File: src/hdl/logic_cell_params.svh
// logic_cell_params.svh: register offsets, field positions, reset values
// assumes a 32-bit classic wishbone slave with byte addresses
`ifndef LOGIC_CELL_PARAMS_SVH
`define LOGIC_CELL_PARAMS_SVH

// register byte offsets, all word aligned
`define LC_OFS_G2SEL 8'h00
`define LC_OFS_LINESEL 8'h04
`define LC_OFS_GSEL 8'h08
`define LC_OFS_CTRL 8'h0C
`define LC_OFS_SWBITS 8'h10
`define LC_OFS_STATUS 8'h14

// control register fields
`define LC_CTRL_MODE_LSB 0
`define LC_CTRL_MODE_MSB 2
`define LC_CTRL_POL_BIT 4
`define LC_CTRL_OE_BIT 6
`define LC_CTRL_EN_BIT 7
`define LC_CTRL_GPOL_LSB 8
`define LC_CTRL_GPOL_MSB 11

// status register fields
`define LC_STAT_OUT_BIT 0
`define LC_STAT_LINE_LSB 4
`define LC_STAT_LINE_MSB 7
`define LC_STAT_GATE_LSB 8
`define LC_STAT_GATE_MSB 11

// reset values of the resettable registers
`define LC_RST_LINESEL 16'h0000
`define LC_RST_GSEL 24'h000000
`define LC_RST_CTRL 12'h000
`define LC_RST_SWBITS 4'h0

// input source counts
`define LC_NUM_INPUTS 16
`define LC_NUM_ASYNC 8
`define LC_NUM_PERIPH 4
`define LC_NUM_SW 4

`endif

File: src/hdl/logic_cell_pkg.sv
// logic_cell_pkg.sv: types shared by the logic cell
// assumes nothing beyond a systemverilog compiler
package logic_cell_pkg;

    // selectable single-output functions of the cell
    typedef enum logic [2:0] {
        MODE_AND_OR = 3'h0,
        MODE_OR_XOR = 3'h1,
        MODE_AND4 = 3'h2,
        MODE_SR_LATCH = 3'h3,
        MODE_DFF_SR = 3'h4,
        MODE_JK_R = 3'h5,
        MODE_DLATCH_SR = 3'h6,
        MODE_AND_OR_INV = 3'h7
    } mode_t;

endpackage

File: src/hdl/logic_cell.sv
// logic_cell.sv: configurable logic cell with a wishbone register file
// assumes one clock clk_i, synchronous reset rst_i, classic wishbone
`timescale 1ns/1ps
`default_nettype none
`include "logic_cell_params.svh"

module logic_cell #(
    parameter int NUM_INPUTS = `LC_NUM_INPUTS
) (
    input wire logic clk_i,
    input wire logic rst_i,
    input wire logic cyc_i,
    input wire logic stb_i,
    input wire logic we_i,
    input wire logic [7:0] adr_i,
    input wire logic [3:0] sel_i,
    input wire logic [31:0] dat_i,
    output logic [31:0] dat_o,
    output logic ack_o,
    input wire logic [7:0] async_in_i,
    input wire logic [3:0] periph_i,
    output logic cell_out_o,
    output logic pin_out_o,
    output logic pin_oe_o
);

    // the select fields are four bits wide, so sixteen sources exactly
    if (NUM_INPUTS != `LC_NUM_INPUTS) begin : g_bad_inputs
        $error("logic_cell serves exactly sixteen inputs");
    end

    // three-stage synchroniser for pins and foreign clocks
    logic [7:0] sync1_reg;
    logic [7:0] sync2_reg;
    logic [7:0] sync3_reg;
    logic [7:0] async_filt_reg;
    logic [7:0] async_filt_next;

    // a change is taken only once stages two and three agree
    always_comb begin
        async_filt_next = (~(sync2_reg ^ sync3_reg) & sync3_reg)
                        | ((sync2_reg ^ sync3_reg) & async_filt_reg);
    end

    // first stage feeds only the second one
    always_ff @(posedge clk_i) begin
        if (rst_i) begin
            sync1_reg <= 8'h00;
            sync2_reg <= 8'h00;
            sync3_reg <= 8'h00;
            async_filt_reg <= 8'h00;
        end else begin
            sync1_reg <= async_in_i;
            sync2_reg <= sync1_reg;
            sync3_reg <= sync2_reg;
            async_filt_reg <= async_filt_next;
        end
    end

    // register file
    logic [7:0] g2_sel_reg;
    logic [7:0] g2_sel_next;
    logic [15:0] line_sel_reg;
    logic [15:0] line_sel_next;
    logic [23:0] gsel_reg;
    logic [23:0] gsel_next;
    logic [11:0] ctrl_reg;
    logic [11:0] ctrl_next;
    logic [3:0] sw_bits_reg;
    logic [3:0] sw_bits_next;
    logic ack_reg;
    logic ack_next;
    logic [31:0] rdata_reg;
    logic [31:0] rdata_next;

    logic [3:0] line_val;
    logic [3:0] gate_val;
    logic out_reg;

    // byte-lane merge of a write into a 32-bit word
    function automatic logic [31:0] lane_merge(input logic [31:0] old_v,
                                               input logic [31:0] new_v,
                                               input logic [3:0] lanes);
        logic [31:0] res;
        res = old_v;
        for (int b = 0; b < 4; b++) begin
            if (lanes[b]) begin
                res[8*b +: 8] = new_v[8*b +: 8];
            end
        end
        return res;
    endfunction

    logic req;
    logic wr_stb;
    logic [31:0] merged;
    logic [31:0] cur_word;

    assign req = cyc_i & stb_i & ~ack_reg;
    assign wr_stb = req & we_i;

    // current value of the addressed word; unmapped reads give zero
    always_comb begin
        unique case (adr_i)
            `LC_OFS_G2SEL: cur_word = {24'h000000, g2_sel_reg};
            `LC_OFS_LINESEL: cur_word = {16'h0000, line_sel_reg};
            `LC_OFS_GSEL: cur_word = {8'h00, gsel_reg};
            `LC_OFS_CTRL: cur_word = {20'h00000, ctrl_reg};
            `LC_OFS_SWBITS: cur_word = {28'h0000000, sw_bits_reg};
            `LC_OFS_STATUS: cur_word = {20'h00000, gate_val,
                                        line_val, 3'h0, out_reg};
            default: cur_word = 32'h00000000;
        endcase
    end

    assign merged = lane_merge(cur_word, dat_i, sel_i);

    // one wait state: ack rises the cycle after the request is seen
    always_comb begin
        g2_sel_next = g2_sel_reg;
        line_sel_next = line_sel_reg;
        gsel_next = gsel_reg;
        ctrl_next = ctrl_reg;
        sw_bits_next = sw_bits_reg;
        ack_next = req;
        rdata_next = rdata_reg;
        if (req) begin
            rdata_next = we_i ? 32'h00000000 : cur_word;
        end
        if (wr_stb) begin
            unique case (adr_i)
                `LC_OFS_G2SEL: g2_sel_next = merged[7:0];
                `LC_OFS_LINESEL: line_sel_next = merged[15:0];
                `LC_OFS_GSEL: gsel_next = merged[23:0];
                `LC_OFS_CTRL: ctrl_next = merged[11:0];
                `LC_OFS_SWBITS: sw_bits_next = merged[3:0];
                default: ;
            endcase
        end
    end

    // gate 2 select keeps its contents across resets on purpose
    always_ff @(posedge clk_i) begin
        g2_sel_reg <= g2_sel_next;
    end

    always_ff @(posedge clk_i) begin
        if (rst_i) begin
            line_sel_reg <= `LC_RST_LINESEL;
            gsel_reg <= `LC_RST_GSEL;
            ctrl_reg <= `LC_RST_CTRL;
            sw_bits_reg <= `LC_RST_SWBITS;
            ack_reg <= 1'b0;
            rdata_reg <= 32'h00000000;
        end else begin
            line_sel_reg <= line_sel_next;
            gsel_reg <= gsel_next;
            ctrl_reg <= ctrl_next;
            sw_bits_reg <= sw_bits_next;
            ack_reg <= ack_next;
            rdata_reg <= rdata_next;
        end
    end

    assign ack_o = ack_reg;
    assign dat_o = rdata_reg;

    // input pool: synced pins and clocks, peripherals, software bits
    logic [15:0] src_pool;
    assign src_pool = {sw_bits_reg, periph_i, async_filt_reg};

    // each data line picks one of sixteen sources
    always_comb begin
        for (int k = 0; k < 4; k++) begin
            line_val[k] = src_pool[line_sel_reg[4*k +: 4]];
        end
    end

    // a gate ORs every enabled true and inverted term, zero if none;
    // odd select bit takes the line true, even bit takes it inverted
    function automatic logic gate_or(input logic [7:0] gsel,
                                     input logic [3:0] lines);
        logic acc;
        acc = 1'b0;
        for (int k = 0; k < 4; k++) begin
            acc = acc | (gsel[2*k+1] & lines[k])
                      | (gsel[2*k] & ~lines[k]);
        end
        return acc;
    endfunction

    logic [3:0] line_true;
    logic [3:0] line_inv;
    logic gate_two_raw;
    assign line_true = line_val;
    assign line_inv = ~line_val;

    // gate 2 terms spelled out per select bit
    assign gate_two_raw =
        (g2_sel_reg[7] & line_true[3]) | (g2_sel_reg[6] & line_inv[3])
      | (g2_sel_reg[5] & line_true[2]) | (g2_sel_reg[4] & line_inv[2])
      | (g2_sel_reg[3] & line_true[1]) | (g2_sel_reg[2] & line_inv[1])
      | (g2_sel_reg[1] & line_true[0]) | (g2_sel_reg[0] & line_inv[0]);

    // four gates, each with its own output polarity
    logic [3:0] gate_pol;
    assign gate_pol = ctrl_reg[`LC_CTRL_GPOL_MSB:`LC_CTRL_GPOL_LSB];
    always_comb begin
        gate_val[0] = gate_or(gsel_reg[7:0], line_val) ^ gate_pol[0];
        gate_val[1] = gate_two_raw ^ gate_pol[1];
        gate_val[2] = gate_or(gsel_reg[15:8], line_val) ^ gate_pol[2];
        gate_val[3] = gate_or(gsel_reg[23:16], line_val) ^ gate_pol[3];
    end

    // function core; gate 1 is the clock or enable of the storage modes, a set input in the SR latch
    logic_cell_pkg::mode_t mode;
    logic cell_en;
    logic out_pol;
    logic q_reg;
    logic q_next;
    logic g1_prev_reg;
    logic g1_rise;
    logic func_val;
    logic out_next;

    assign mode = logic_cell_pkg::mode_t'(
        ctrl_reg[`LC_CTRL_MODE_MSB:`LC_CTRL_MODE_LSB]);
    assign cell_en = ctrl_reg[`LC_CTRL_EN_BIT];
    assign out_pol = ctrl_reg[`LC_CTRL_POL_BIT];
    assign g1_rise = gate_val[0] & ~g1_prev_reg;

    // storage element; reset input always overrides set and data
    always_comb begin
        q_next = q_reg;
        unique case (mode)
            logic_cell_pkg::MODE_SR_LATCH: begin
                if (gate_val[2] | gate_val[3]) begin
                    q_next = 1'b0;
                end else if (gate_val[0] | gate_val[1]) begin
                    q_next = 1'b1;
                end
            end
            logic_cell_pkg::MODE_DFF_SR: begin
                if (gate_val[2]) begin
                    q_next = 1'b0;
                end else if (gate_val[3]) begin
                    q_next = 1'b1;
                end else if (g1_rise) begin
                    q_next = gate_val[1];
                end
            end
            logic_cell_pkg::MODE_JK_R: begin
                if (gate_val[2]) begin
                    q_next = 1'b0;
                end else if (g1_rise) begin
                    q_next = (gate_val[1] & ~q_reg)
                           | (~gate_val[3] & q_reg);
                end
            end
            logic_cell_pkg::MODE_DLATCH_SR: begin
                if (gate_val[2]) begin
                    q_next = 1'b0;
                end else if (gate_val[3]) begin
                    q_next = 1'b1;
                end else if (gate_val[0]) begin
                    q_next = gate_val[1];
                end
            end
            default: ;
        endcase
    end

    // selected function before the output polarity
    always_comb begin
        unique case (mode)
            logic_cell_pkg::MODE_AND_OR:
                func_val = (gate_val[0] & gate_val[1])
                         | (gate_val[2] & gate_val[3]);
            logic_cell_pkg::MODE_OR_XOR:
                func_val = (gate_val[0] | gate_val[1])
                         ^ (gate_val[2] | gate_val[3]);
            logic_cell_pkg::MODE_AND4:
                func_val = &gate_val;
            logic_cell_pkg::MODE_AND_OR_INV:
                func_val = ~((gate_val[0] & gate_val[1])
                           | (gate_val[2] & gate_val[3]));
            default: func_val = q_next;
        endcase
        out_next = cell_en & (func_val ^ out_pol);
    end

    // disabled cell holds its output low; the storage keeps following its gates
    always_ff @(posedge clk_i) begin
        if (rst_i) begin
            q_reg <= 1'b0;
            g1_prev_reg <= 1'b0;
            out_reg <= 1'b0;
        end else begin
            q_reg <= q_next;
            g1_prev_reg <= gate_val[0];
            out_reg <= out_next;
        end
    end

    // same registered result to peripherals and to the pin
    assign cell_out_o = out_reg;
    assign pin_out_o = out_reg;
    assign pin_oe_o = ctrl_reg[`LC_CTRL_OE_BIT];

endmodule // logic_cell

`default_nettype wire

File: config.mk
export PLATFORM = sky130hd
export DESIGN_NAME = logic_cell
export DESIGN_NICKNAME = d
export VERILOG_FILES = /design/src/hdl/logic_cell_pkg.sv /design/src/hdl/logic_cell.sv
export VERILOG_INCLUDE_DIRS = /design/src /design/src/hdl
export SDC_FILE = /design/constraint.sdc
export NUM_CORES = 1
export LEC_CHECK = 0
export BUFFER_PORTS_ARGS = -buffer_cell sky130_fd_sc_hd__buf_4
export CELL_PAD_IN_SITES_DETAIL_PLACEMENT = 1
export CELL_PAD_IN_SITES_GLOBAL_PLACEMENT = 1
export CORE_MARGIN = 2
export CORE_UTILIZATION = 46
export DETAILED_ROUTE_END_ITERATION = 10
export PLACE_DENSITY_LB_ADDON = 0.1
export SYNTH_ARGS = -nofsm -noshare
export SYNTH_HDL_FRONTEND = slang
export SYNTH_SLANG_ARGS = --single-unit
File: constraint.sdc
create_clock -name clk_i -period 6.8 [get_ports clk_i]
set_clock_uncertainty 0.2 [all_clocks]
set_input_delay 1.02 -clock clk_i [delete_from_list [all_inputs] [get_ports clk_i]]
set_output_delay 1.02 -clock clk_i [all_outputs]
set_load 0.05 [all_outputs]
==> metrics <==
outcome=finished clean; Post-route DRC=0; Clk Latency, worst-skew pair=0.43 ns; R2R depth=11; Rel. slew slack=0.324; worst-path maximum fanout=6; clock slew at reported path FFs=0.06 ns; Final Hold Viols=0; CTS buffer count=17; static leakage=2.64 nW; dpl cells=911; Min Hold Slack=0.235 ns; GPL Wtd Cong=0.888; core area=12700 sq um; Die H=119 microns; Pwr Total=1.71 mW; hold buffers post-CTS=0; # clock sinks=124; EDFF count, synth=8; Vias/cell=5.92; DPL Wire Length=14000 microns; worst-margin pin slew=1.01 ns; placed cell areas=6690 sq um; nets=819; Setup crit end=cell_out_o; Syn Area/Cell=8.63 sq um; CP startpoint=periph_i[3]; largest net degree at the start of global routing=74; n_diodes=0; data required time of the worst path=6.95 ns; synthesized area=6060 sq um; Ports=97; setup_tns=0 ns; Finished Layout Cells=943; Cell Pwr Density=236 nW/um^2; Port Buffer Count=79; layout cells sized above 1=0.198; dpl ws=1.93 ns; Synth top area share=0.383; RSZ-0062 raised after global routing=false; Iteration-0 DRC Markers=437; Seq/Total Area, Yosys=0.423; Avg WL per Cell=21.0 microns; Yosys cell types=59; most frequent cells in the layout=nand2_1 (135), dfxtp_1 (116), buf_4 (85); via count=5579; P&R area growth vs syn=19.7%; post-synthesis cell count=702; number of synthesized register bits=124; post-route worst setup slack=2.26 ns; GR Util All Layers=0.287; TritonCTS clock tree=done; Non-Filler Cell Area, Final=7260 sq um; Detail Route Antenna Nets=0; type of the worst min-delay path=flop to flop; Final Max Tran Viols=0; initial core utilization=0.476; fmax=0.220 GHz; synth top area cells=dfxtp_1 (38%), nand2_1 (8.4%), a21oi_1 (5.7%); CTS max path bufs=2; most common cell after layout, fill and taps aside=nand2_1; asr flop ratio synth=0; Root Buffer=clkbuf_16; crit end category=flop; H-tree depth=4; Post-synth top flop=dfxtp_1; Die ar.=14100 sq um; crit share post-route=0.668; Synth area leader=dfxtp_1; r2r endpoint=cell_out_o; drt total wl=19800 microns; fill count=1537; Max-Cap Viols=0; FF-to-FF setup slack=2.28 ns; clock period minus worst slack=4.54 ns; final setup violating endpoints=0; final core utilization=0.570; vias in the first global route=5778; number of post-CTS setup repair buffers=0; Critical R2R Launch=line_sel_reg[11]; peak supply drop=0.184 mV; Resized cells post-CTS=0; drt first pass iters=5; worst setup path class=primary input to flop; Ys Warns=0; WP data arrival=4.70 ns; first-pass GRT wire length=31400 microns; Cell Rows=41; CP Launch Type=primary input; initial antenna violation count=0; Die Wd=119 microns; total congestion overflow=0
[logic make-up (layout without fill, tap and decap cells)]
group | after synthesis | after routing | share of synthesized area
buffers and inverters | 66 | 128 | 0.0477
xor gates and xnor gates | 5 | 5 | 0.00847
muxes | 65 | 65 | 0.133
DFF | 124 | 124 | 0.423
and+or+nand+nor | 266 | 266 | 0.201
AOI/OAI and AO/OA | 175 | 175 | 0.187
other | 1 | 8 | 0.000619
[worst min path at each step]
stage	start	endpoint	slack, ns	depth (start not counted)
2_1_floorplan	sync1_reg[0]	sync2_reg[0]	0.21	1
3_3_place_gp	sync1_reg[5]	sync2_reg[5]	0.22	1
3_5_place_dp	sync1_reg[6]	sync2_reg[6]	0.23	1
4_1_cts	sync1_reg[6]	sync2_reg[6]	0.24	1
5_1_grt	sync1_reg[3]	sync2_reg[3]	0.26	1
6_report	sync1_reg[6]	sync2_reg[6]	0.24	1
[critical path: stages]
cell and delay, ns:
buf_4 0.13, mux4_2 0.44, mux4_2 0.63, mux2_1 0.38, a211oi_1 0.36, and4b_2 0.36
xor2_2 0.13, or3_1 0.40, o21ai_0 0.22, o21bai_1 0.11, a221oi_2 0.31, mux2i_1 0.22
[cell usage after synthesis, types with 2 or more instances]
library cell / count
nor3_1: 7
mux4_2: 10
xnor2_1: 3
mux2i_1: 31
nor2_1: 44
and3_1: 2
edfxtp_1: 8
buf_1: 5
inv_1: 10
clkbuf_1: 40
or3_1: 3
a31oi_1: 2
nor2b_1: 32
mux2_2: 21
o21ai_0: 23
a211oi_1: 6
nand2_1: 135
nand3_1: 17
or2_2: 2
a21oi_1: 69
a22oi_1: 32
a41o_1: 2
nand4_1: 2
a41oi_1: 2
a221oi_1: 11
and4b_1: 2
and2_1: 6
and4_1: 4
buf_4: 9
a22o_1: 11
o22ai_1: 2
mux2_1: 3
nand2b_1: 4
dfxtp_1: 116
nand4b_1: 2
[area by class of cell]
class / instances / area (sq um) / area share
Timing Repair Buffer: 85 / 638 / 0.0879
Inverter: 11 / 41.3 / 0.00569
Multi-Input combinational cell: 519 / 3240 / 0.446
Sequential cell: 124 / 2560 / 0.353
Tap cell: 172 / 215 / 0.0297
Clock buffer: 17 / 425 / 0.0586
Clock inverter: 15 / 139 / 0.0191
[metal layers]
metal  track usage  wire, microns
met5             0              0
met3        0.0531           1080
met2         0.472           9740
met1         0.367           8380
met4         0.121            645
[report_power, final]
part | total, mW | internal [mW] | switching [mW]
Combinational | 0.0957 | 0.0368 | 0.0589
Clock | 0.870 | 0.507 | 0.363
Sequential | 0.744 | 0.741 | 0.00288
Total | 1.71 | 1.28 | 0.425
Note: power is estimated with default switching activity, not from simulation.
